$ cat config.mk
export PLATFORM = sky130hd
export DESIGN_NAME = host_normal_event_status
export DESIGN_NICKNAME = d
export VERILOG_FILES = /design/src/pkg/host_evt_pkg.sv /design/src/logic/host_normal_event_status.sv /design/src/logic/evt_edge_detect.sv
export VERILOG_INCLUDE_DIRS = /design/src /design/src/pkg
export SDC_FILE = /design/constraint.sdc
export NUM_CORES = 1
export LEC_CHECK = 0
export BUFFER_PORTS_ARGS = -buffer_cell sky130_fd_sc_hd__buf_2
export CORE_MARGIN = 2
export CORE_UTILIZATION = 45
export CTS_BUF_LIST = sky130_fd_sc_hd__clkbuf_8
export DETAILED_ROUTE_END_ITERATION = 6
export PLACE_DENSITY = 0.89
export SLEW_MARGIN = 40
export SYNTH_ARGS = -nofsm -noshare
export SYNTH_HDL_FRONTEND = slang
export SYNTH_SLANG_ARGS = --single-unit
$ cat constraint.sdc
create_clock -name clk -period 1.8 [get_ports clk]
set_input_delay 0.18 -clock clk [delete_from_list [all_inputs] [get_ports clk]]
set_output_delay 0.18 -clock clk [all_outputs]
set_load 0.005 [all_outputs]
$ cat src/pkg/host_evt_map.svh
`ifndef HOST_EVT_MAP_SVH
`define HOST_EVT_MAP_SVH

// ----------------------------------------
// register offsets (byte addresses)
// ----------------------------------------
`define EVT_STATUS_OFS 8'h00
`define EVT_MASK_OFS 8'h04
`define EVT_CTRL_OFS 8'h08
`define EVT_STATE_OFS 8'h0c

// ----------------------------------------
// event bit positions in status and mask
// ----------------------------------------
`define EVT_RD_READY_BIT 5
`define EVT_WR_READY_BIT 4
`define EVT_DMA_BIT 3
`define EVT_GAP_BIT 2
`define EVT_DONE_BIT 1

// ----------------------------------------
// control bit positions
// ----------------------------------------
`define CTRL_HALT_BIT 0
`define CTRL_TUNE_BIT 1

// ----------------------------------------
// reset values
// ----------------------------------------
`define EVT_STATUS_RST 5'h00
`define EVT_MASK_RST 5'h00
`define EVT_CTRL_RST 2'h0

`endif

$ cat src/pkg/host_evt_pkg.sv
// ----------------------------------------
// shared types of the event status block
// ----------------------------------------
package host_evt_pkg;

    // register bus address and data
    typedef logic [7:0] addr_t;
    typedef logic [31:0] word_t;

    // sticky event bits, indexed 5 down to 1
    typedef logic [5:1] evt_t;

    // dma engine flavour
    typedef enum logic {
        DMA_SIMPLE = 1'b0,
        DMA_DESC = 1'b1
    } dma_mode_t;

endpackage : host_evt_pkg

$ cat src/logic/host_normal_event_status.sv
`timescale 1ns/1ps
`include "host_evt_map.svh"

// Summary of operation
// - read buffer ready on available rise
// - tuning commands each set read ready while the tuning control is on
// - write buffer ready on available rise
// - dma event at page boundary hit
// - descriptor interrupt attribute sets dma event
// - no dma event after transfer complete
// - gap event only when halt requested
// - read gap event on line busy fall
// - read wait offered for read halting
// - write gap event on write active fall
// - complete on transfer end or busy command
// - read complete on read active fall
// - complete flag voids timeout meaning
module host_normal_event_status
    import host_evt_pkg::*;
(
    // clock and reset
    input wire logic clk,
    input wire logic rst_n,
    // register port
    input wire logic [7:0] addr,
    input wire logic [31:0] wdata,
    input wire logic wr,
    input wire logic rd,
    output logic [31:0] rdata,
    // buffer state
    input wire logic buf_rd_en,
    input wire logic buf_wr_en,
    // transfer state
    input wire logic data_line_busy,
    input wire logic read_active,
    input wire logic write_active,
    input wire logic busy_cmd_done,
    input wire logic tuning_cmd_done,
    // dma engine
    input wire logic dma_mode,
    input wire logic dma_page_hit,
    input wire logic desc_int_hit,
    // outputs to the card side and system
    output logic read_wait_req,
    output logic timeout_meaningful,
    output logic irq
);

    // ----------------------------------------
    // state
    // ----------------------------------------
    evt_t status; // sticky event flags
    evt_t mask; // interrupt enables
    logic [1:0] ctrl; // halt and tuning controls
    logic xfer_done; // current transfer has completed
    logic read_dir; // last transfer was a read
    evt_t next_status; // status after this cycle
    evt_t next_mask; // mask after this cycle

    // ----------------------------------------
    // edge detection of transfer levels
    // ----------------------------------------
    logic [4:0] lvl; // watched levels
    logic [4:0] rise; // rising pulses
    logic [4:0] fall; // falling pulses

    assign lvl = {write_active, read_active, data_line_busy, buf_wr_en, buf_rd_en};

    evt_edge_detect #(
        .W(5)
    ) u_edges (
        .clk(clk),
        .rst_n(rst_n),
        .level(lvl),
        .rise(rise),
        .fall(fall)
    );

    // named edges
    wire rd_en_rise = rise[0];
    wire wr_en_rise = rise[1];
    wire busy_fall = fall[2];
    wire rd_act_rise = rise[3];
    wire rd_act_fall = fall[3];
    wire wr_act_rise = rise[4];
    wire wr_act_fall = fall[4];

    // ----------------------------------------
    // register decode
    // ----------------------------------------
    wire hit_status = (addr == `EVT_STATUS_OFS);
    wire hit_mask = (addr == `EVT_MASK_OFS);
    wire hit_ctrl = (addr == `EVT_CTRL_OFS);
    wire hit_state = (addr == `EVT_STATE_OFS);
    wire wr_status = wr & hit_status;
    wire wr_mask = wr & hit_mask;
    wire wr_ctrl = wr & hit_ctrl;

    // control fields
    wire halt_at_gap_req = ctrl[`CTRL_HALT_BIT];
    wire tuning_run = ctrl[`CTRL_TUNE_BIT];

    // ----------------------------------------
    // event conditions
    // ----------------------------------------
    // read buffer became available, or one tuning block ran
    wire set_rd_ready = rd_en_rise | (tuning_run & tuning_cmd_done);
    // write buffer became available
    wire set_wr_ready = wr_en_rise;
    // read ends at a gap when the data lines go idle
    wire gap_read = halt_at_gap_req & read_dir & busy_fall;
    // write ends at a gap after crc status closes write active
    wire gap_write = halt_at_gap_req & wr_act_fall;
    wire set_gap = gap_read | gap_write;
    // completion of read, write or busy command
    wire set_done = rd_act_fall | wr_act_fall | busy_cmd_done;
    // a new transfer reopens the dma window
    wire xfer_start = rd_act_rise | wr_act_rise;
    // raw dma causes per engine flavour
    wire dma_simple = (dma_mode == DMA_SIMPLE) & dma_page_hit;
    wire dma_desc = (dma_mode == DMA_DESC) & desc_int_hit;
    // dma events are dropped once the transfer has completed
    wire dma_blocked = (xfer_done & ~xfer_start) | set_done;
    wire set_dma = (dma_simple | dma_desc) & ~dma_blocked;

    // all set requests in status layout
    evt_t evt_set;
    assign evt_set = {set_rd_ready, set_wr_ready, set_dma, set_gap, set_done};

    // write one to clear, write zero leaves a flag alone
    evt_t evt_clr;
    assign evt_clr = wr_status ? wdata[5:1] : `EVT_STATUS_RST;

    // set wins over a clear in the same cycle
    assign next_status = (status & ~evt_clr) | evt_set;
    assign next_mask = wr_mask ? wdata[5:1] : mask;

    // ----------------------------------------
    // read mux
    // ----------------------------------------
    word_t rd_word;
    assign rd_word = hit_status ? {26'h0, status, 1'b0} :
                     hit_mask ? {26'h0, mask, 1'b0} :
                     hit_ctrl ? {30'h0, ctrl} :
                     hit_state ? {25'h0, lvl, read_dir, xfer_done} :
                     32'h0;

    // ----------------------------------------
    // status and mask registers
    // ----------------------------------------
    // sticky flags hold until software clears them
    always_ff @(posedge clk or negedge rst_n) begin
        if (!rst_n) begin
            status <= `EVT_STATUS_RST;
        end else begin
            status <= next_status;
        end
    end

    // interrupt mask
    always_ff @(posedge clk or negedge rst_n) begin
        if (!rst_n) begin
            mask <= `EVT_MASK_RST;
        end else begin
            mask <= next_mask;
        end
    end

    // control register
    always_ff @(posedge clk or negedge rst_n) begin
        if (!rst_n) begin
            ctrl <= `EVT_CTRL_RST;
        end else if (wr_ctrl) begin
            ctrl <= wdata[1:0];
        end
    end

    // ----------------------------------------
    // transfer tracking
    // ----------------------------------------
    // completion latch, reopened by the next transfer
    always_ff @(posedge clk or negedge rst_n) begin
        if (!rst_n) begin
            xfer_done <= 1'b0;
        end else if (set_done) begin
            xfer_done <= 1'b1;
        end else if (xfer_start) begin
            xfer_done <= 1'b0;
        end
    end

    // direction of the latest transfer
    always_ff @(posedge clk or negedge rst_n) begin
        if (!rst_n) begin
            read_dir <= 1'b0;
        end else if (rd_act_rise) begin
            read_dir <= 1'b1;
        end else if (wr_act_rise) begin
            read_dir <= 1'b0;
        end
    end

    // ----------------------------------------
    // outputs
    // ----------------------------------------
    // read data stand only in the cycle after the strobe
    always_ff @(posedge clk or negedge rst_n) begin
        if (!rst_n) begin
            rdata <= 32'h0;
        end else begin
            rdata <= rd ? rd_word : 32'h0;
        end
    end

    // read wait asked while a halted read may need to pause the card
    always_ff @(posedge clk or negedge rst_n) begin
        if (!rst_n) begin
            read_wait_req <= 1'b0;
        end else begin
            read_wait_req <= halt_at_gap_req & read_active;
        end
    end

    // timeout status is only meaningful while completion is clear
    always_ff @(posedge clk or negedge rst_n) begin
        if (!rst_n) begin
            timeout_meaningful <= 1'b1;
        end else begin
            timeout_meaningful <= ~next_status[`EVT_DONE_BIT];
        end
    end

    // level interrupt from unmasked flags
    always_ff @(posedge clk or negedge rst_n) begin
        if (!rst_n) begin
            irq <= 1'b0;
        end else begin
            irq <= |(next_status & next_mask);
        end
    end
endmodule : host_normal_event_status

$ cat src/logic/evt_edge_detect.sv
`timescale 1ns/1ps

// ----------------------------------------
// bank of rise and fall detectors
// ----------------------------------------
module evt_edge_detect #(
    parameter int W = 5
) (
    // clock and reset
    input wire logic clk,
    input wire logic rst_n,
    // levels to watch
    input wire logic [W-1:0] level,
    // one-cycle edge pulses
    output logic [W-1:0] rise,
    output logic [W-1:0] fall
);

    // previous sample of each level
    logic [W-1:0] prev;

    genvar i;
    generate
        for (i = 0; i < W; i++) begin : g_bit
            // remember last cycle's level
            always_ff @(posedge clk or negedge rst_n) begin
                if (!rst_n) begin
                    prev[i] <= 1'b0;
                end else begin
                    prev[i] <= level[i];
                end
            end
            // edges compare now against last cycle
            assign rise[i] = level[i] & ~prev[i];
            assign fall[i] = ~level[i] & prev[i];
        end
    endgenerate

endmodule : evt_edge_detect

==> impl_metrics.env, run 1 <==
export IMPL_yosysTopAreaCell="dfrtp_1"
export IMPL_layoutNonFillerInstCount=236
export IMPL_finalPower_mw=1.40
export IMPL_rsz0062_at_grt="false"
export IMPL_whs_ns=0.0345
export IMPL_antenna_found_initial=0
export IMPL_netlist_area_um2=1530
export IMPL_cp_required_ns=1.96
export IMPL_async_flop_share_pct=100
export IMPL_yosys_top_cells_count="28 x dfrtp_1, 25 x buf_4, 11 x mux2_2, 11 x nand2_1, 8 x nor2_1"
export IMPL_hold_viol=0
export IMPL_ctsResizeCount=0
export IMPL_route_vias_total=1116
export IMPL_numClockSinks=29
export IMPL_top_layer="met4"
export IMPL_boundaryPins=89
export IMPL_dieHeight_um=62.3
export IMPL_wire_per_inst_um=11.9
export IMPL_min_period_ns=1.57
export IMPL_critPathArrivalTime_ns=1.73
export IMPL_grt_pass1_vias=962
export IMPL_path_max_fanout=4
export IMPL_crit_type="input port to flop"
export IMPL_syn_inst=140
export IMPL_synthMuxAreaShare_pct=10.5
export IMPL_cp_slowest_stage_delay_ns=0.56
export IMPL_ant_nets=0
export IMPL_clock_latency_ns=0.28
export IMPL_fin_skew_ns=0.00590
export IMPL_wl_mm=2.80
export IMPL_fp_dieW_um=62.3
export IMPL_start_kind="input port"
export IMPL_hpwlAfterDp_mm=2.22
export IMPL_start_util_pct=46.1
export IMPL_ys_types=35
export IMPL_drv_cap=0
export IMPL_setup_slack_ns=0.232
export IMPL_drc=0
export IMPL_tightest_slew_ns=0.616
export IMPL_endpoint_kind="flop"
export IMPL_synth_edf_count=0
export IMPL_synth_simple_area_share_pct=18.1
export IMPL_grt_max_degree=30
export IMPL_num_rows=21
export IMPL_synth_compound_area_share_pct=8.60
export IMPL_finalCritPeriodShare_pct=87.1
export IMPL_synth_most_common_cell="dfrtp_1"
export IMPL_n_antenna_cell=0
export IMPL_yosys_most_used_dff="dfrtp_1"
export IMPL_power_density_nw_per_um2=769
export IMPL_area_delta_synth_final_pct=18.8
export IMPL_cts_root_buffer="clkbuf_8"
export IMPL_cts_buffers=5
export IMPL_cp_cell_sequence="buf_2 -> or4_4 -> nor2_1 -> nand4b_1 -> a31o_2 -> a211o_1"
export IMPL_dp_cells=227
export IMPL_netlist_area_leader_share_pct=45.9
export IMPL_grt_ovfl_total=0
export IMPL_avgSynthCellArea_um2=10.9
export IMPL_dr_pass1_iters=4
export IMPL_ys_seq_area_share_pct=47.6
export IMPL_ir_drop_v=0.000324
export IMPL_cts_tree="done"
export IMPL_drt_iter0_drc=65
export IMPL_drv_slew=0
export IMPL_synth_xor_area_share_pct=0
export IMPL_yosys_warnings=0
export IMPL_die_area_um2=3880
export IMPL_hold_depth=1
export IMPL_reg2reg_depth=5
export IMPL_run_status="finished clean"
export IMPL_final_core_util_pct=54.8
export IMPL_max_slew_margin_rel_pct=58.9
export IMPL_clk_pin_slew_worst_paths_ns=0.05
export IMPL_dpl_worst_slack_ns=-0.0542
export IMPL_synth_fa_ha_area_share_pct=0
export IMPL_crit_slowest_cell="or4_4"
export IMPL_synth_top_family_by_area="simple AND/OR/NAND/NOR gates"
export IMPL_ys_ff_latch=29
export IMPL_final_nets=243
export IMPL_gp_congestion=0.842
export IMPL_max_freq_mhz=638
export IMPL_grt_first_pass_wirelength_mm=4.44
export IMPL_wl_met2_mm=1.31
export IMPL_power_leakage_nw=0.949
export IMPL_clockBufferDepth=2
export IMPL_wirelength_met1_mm=1.17
export IMPL_route_met3_wl_um=252
export IMPL_setup_viol=0
export IMPL_vias_per_cell=4.73
export IMPL_portBuffers=37
export IMPL_synthTopCellsByArea="dfrtp_1 46%, buf_4 12%, mux2_2 8.1%, nand2_1 2.7%, a22oi_1 2.5%"
export IMPL_core_area_um2=3310
export IMPL_cts_max_level=2
export IMPL_worstHoldPathType="input port to flop"
export IMPL_drive_gt1_share_pct=36.8
export IMPL_grt_use_total_pct=15.5
## report_power, final
group / switching, mW / total, mW / internal, mW / leakage [nW]
Clock: 0.218 / 0.517 / 0.299 / 0.0538
Combinational: 0.0948 / 0.178 / 0.0829 / 0.537
Sequential: 0.0168 / 0.701 / 0.684 / 0.359
Total: 0.329 / 1.40 / 1.07 / 0.949
## placed cells by master, fill, tap and decap left out, types with 3 or more instances in the layout
cell	netlist	final
clkbuf_8	0	6
conb_1	1	25
o21ai_0	3	3
dfrtp_1	28	28
nand4b_1	3	3
nand2b_1	4	4
nand2_1	11	11
buf_2	0	37
buf_4	25	8
nor2b_1	4	4
inv_1	6	8
nor3_1	5	5
mux2_2	11	11
nor2_1	8	8
a22oi_1	5	5
## area by class of cell
cell class	count	area (um^2)
clock buffer	6	82.6
clock inverter	2	7.51
fill	319	1500
inverter	6	22.5
multi-input combinational	101	662
sequential	29	727
tap	46	57.6
timing repair buffer	46	255
## critical path: cells and delay by family
family                 cells  cell delay [ns]
AOI/OAI and AO/OA          2             0.52
and+or+nand+nor            3             0.92
buffers and inverters      1             0.10
## logic make-up (layout without fill, tap and decap cells)
| logic type | after synthesis | in the layout |
|---|---|---|
| other | 1 | 25 |
| buffers and inverters | 34 | 60 |
| DFF | 29 | 29 |
| AOI/OAI and AO/OA | 17 | 17 |
| muxes | 13 | 13 |
| and+or+nand+nor | 46 | 46 |
## sequential cells by signal (all words and copies together) (netlist names), 2 cells and up
signal,cells
ctrl,2
status,5
rdata,7
mask,5
u_edges.prev,5
## per-stage QoR
stage	setup TNS (ns)	instance area, um^2
6_report	0	1810
2_1_floorplan	0	1620
3_3_place_gp	-0.0367	1710
5_1_grt	0	1810
4_1_cts	0	1810
3_5_place_dp	-0.0542	1710
## worst paths after layout
path | start | to | slack, ns
worst min register to register | mask[3] | mask[3] | 0.51
worst min-delay path | buf_wr_en | u_edges.prev[1] | 0.03
min in group asynchronous | rst_n | read_dir | 0.45
worst max-delay path | addr[5] | irq | 0.23
worst max register to register | u_edges.prev[4] | irq | 0.30
max in group asynchronous | rst_n | mask[1] | 0.94
## timing repair
| item | in CTS | in global routing |
|---|---|---|
| buffers inserted | 0 | 0 |
| hold endpoints to repair | 28 | 0 |
| hold buffers | 1 | 0 |
## per-layer routing
layer,vias up,global-route usage [%]
met1,522,19.5
met3,7,6.70
met5,-,0
met4,0,8.33
li1,541,-
met2,46,22.6
No activity file was read; power rests on OpenSTA's default activity.
==> run 2, diff against run 1 <==
--- a/config.mk
+++ b/config.mk
@@ -12,7 +12,7 @@
 export CTS_BUF_LIST = sky130_fd_sc_hd__clkbuf_8
 export DETAILED_ROUTE_END_ITERATION = 6
 export PLACE_DENSITY = 0.89
-export SLEW_MARGIN = 40
+export SLEW_MARGIN = 20
 export SYNTH_ARGS = -nofsm -noshare
 export SYNTH_HDL_FRONTEND = slang
 export SYNTH_SLANG_ARGS = --single-unit
==> constraint.sdc (replaced) <==
create_clock -name clk -period 1.8 [get_ports clk]
set_input_delay 0.36 -clock clk [delete_from_list [all_inputs] [get_ports clk]]
set_output_delay 0.36 -clock clk [all_outputs]
set_load 0.005 [all_outputs]
==> run 2 against run 1 <==
Against the previous run: clock-buffer cell count up 1; global-route usage grew 1.3 points; first-iteration DRC count fell by 31%; register-to-register slack is essentially flat; combinational power is 7% higher; sequential power about the same; flip-flop and latch count stayed put; cell count grew 0.85%; non-clock buffer count increased by 2; critical endpoint unchanged; largest cell class unchanged.
==> impl_metrics.env, run 2 (synthesized netlist as in run 1, its figures left out) <==
export IMPL_run_status="finished clean"
export IMPL_tightest_slew_ns=0.625
export IMPL_regMostFlops="rdata"
export IMPL_ff2ff_setup_slack_ns=0.30
export IMPL_rsz0062_at_grt="false"
export IMPL_core_area_um2=3310
export IMPL_die_area_um2=3880
export IMPL_ctsResizeCount=0
export IMPL_cts_max_level=2
export IMPL_route_vias_total=1140
export IMPL_layoutNonFillerInstCount=238
export IMPL_cp_required_ns=1.97
export IMPL_largest_register_ffs=7
export IMPL_wire_per_inst_um=12.4
export IMPL_clockBufferDepth=2
export IMPL_power_leakage_nw=0.971
export IMPL_fp_dieW_um=62.3
export IMPL_power_density_nw_per_um2=787
export IMPL_clock_latency_ns=0.28
export IMPL_clkPwrFrac_pct=39.6
export IMPL_ir_drop_v=0.000424
export IMPL_max_freq_mhz=593
export IMPL_hpwlAfterDp_mm=2.27
export IMPL_ant_nets=0
export IMPL_reg2reg_depth=4
export IMPL_final_cell_mix="37 x buf_2, 28 x dfrtp_1, 25 x conb_1, 11 x mux2_2, 11 x nand2_1"
export IMPL_min_period_ns=1.69
export IMPL_holdBufCountCts=0
export IMPL_cts_buffers=5
export IMPL_layout_commonest_cell="buf_2"
export IMPL_drv_cap=0
export IMPL_num_rows=21
export IMPL_finalCritPeriodShare_pct=93.6
export IMPL_endpoint_kind="flop"
export IMPL_internal_power_mw=1.12
export IMPL_power_frac_comb_pct=12.9
export IMPL_setup_viol=0
export IMPL_cts_tree="done"
export IMPL_portBuffers=37
export IMPL_whs_ns=0.0886
export IMPL_grt_ovfl_total=0
export IMPL_rr_endpoint="irq"
export IMPL_area_delta_synth_final_pct=22.9
export IMPL_dpl_worst_slack_ns=-0.182
export IMPL_vias_per_cell=4.79
export IMPL_max_slew_margin_rel_pct=58.3
export IMPL_hold_viol=0
export IMPL_wl_mm=2.95
export IMPL_drv_slew=0
export IMPL_boundaryPins=89
export IMPL_antenna_found_initial=0
export IMPL_drt_iter0_drc=45
export IMPL_final_nets=245
export IMPL_switchingPower_mw=0.358
export IMPL_fin_skew_ns=0.00253
export IMPL_gp_congestion=0.864
export IMPL_dp_cells=230
export IMPL_final_core_util_pct=56.7
export IMPL_rr_startpoint="ctrl[1]"
export IMPL_dieHeight_um=62.3
export IMPL_finalPower_mw=1.48
export IMPL_drive_gt1_share_pct=40.6
export IMPL_grt_max_degree=30
export IMPL_n_antenna_cell=0
export IMPL_sequentialPowerShare_pct=47.5
export IMPL_start_kind="input port"
export IMPL_path_max_fanout=4
export IMPL_cts_root_buffer="clkbuf_8"
export IMPL_start_util_pct=46.1
export IMPL_post_cts_setup_buffers=0
export IMPL_critPathArrivalTime_ns=1.86
export IMPL_grt_pass1_vias=1061
export IMPL_numClockSinks=29
export IMPL_drc=0
export IMPL_grt_use_total_pct=16.8
export IMPL_switching_share_pct=24.2
export IMPL_setup_slack_ns=0.115
export IMPL_grt_first_pass_wirelength_mm=4.86
export IMPL_clk_pin_slew_worst_paths_ns=0.06
export IMPL_worstHoldPathType="input port to asynchronous set/reset pin"
export IMPL_crit_type="input port to flop"
export IMPL_dr_pass1_iters=4
[run 2: cell count changes in the layout (fill, tap and decap cells not counted), sizes merged]
cell,previous run,this run
clkbuf,6,7
clkinv,0,1
dlygate4sd3,1,0
inv,8,6
buf,45,48
[run 2: power groups by stage]
stage	clock [mW]	sequential (mW)	combinational (mW)
after global placement	0	0.712	0.185
after CTS	0.599	0.702	0.191
after detailed placement	0	0.712	0.190
after global routing	0.645	0.706	0.213
after floorplan	0	0.708	0.142
final	0.586	0.703	0.190
[run 2: metrics by stage]
| stage | instance area [um^2] | setup TNS, ns |
|---|---|---|
| detailed placement | 1780 | -0.414 |
| CTS | 1880 | 0 |
| global route | 1880 | 0 |
| floorplan | 1630 | 0 |
| finish | 1880 | 0 |
| global placement | 1780 | -0.333 |
[run 2: worst max-delay path by stage]
stage	slack, ns	cells past startpoint	to	from
after floorplan	0.02	5	irq	addr[5]
after global placement	-0.17	6	irq	addr[5]
after detailed placement	-0.18	6	irq	addr[5]
after CTS	0.12	6	irq	addr[5]
after global routing	0.06	6	irq	addr[5]
final	0.11	6	irq	addr[5]
[run 2: layout make-up]
class                      count  area [um^2]
timing repair buffer          48          293
clock inverter                 1         5.00
clock buffer                   7         96.3
tap                           46         57.6
inverter                       6         22.5
sequential                    29          727
multi-input combinational    101          677
fill                         301         1430
[run 2: metal layers]
layer	GRT usage [%]	wire [um]
met1	20.3	1190
met4	6.67	55
met3	7.25	211
met5	0	0
met2	26.6	1490
[run 2: worst max-delay path: stages]
cell      delay, ns
buf_2          0.10
or4_4          0.57
nor2_2         0.19
a221oi_1       0.10
a31o_2         0.27
a211o_1        0.26
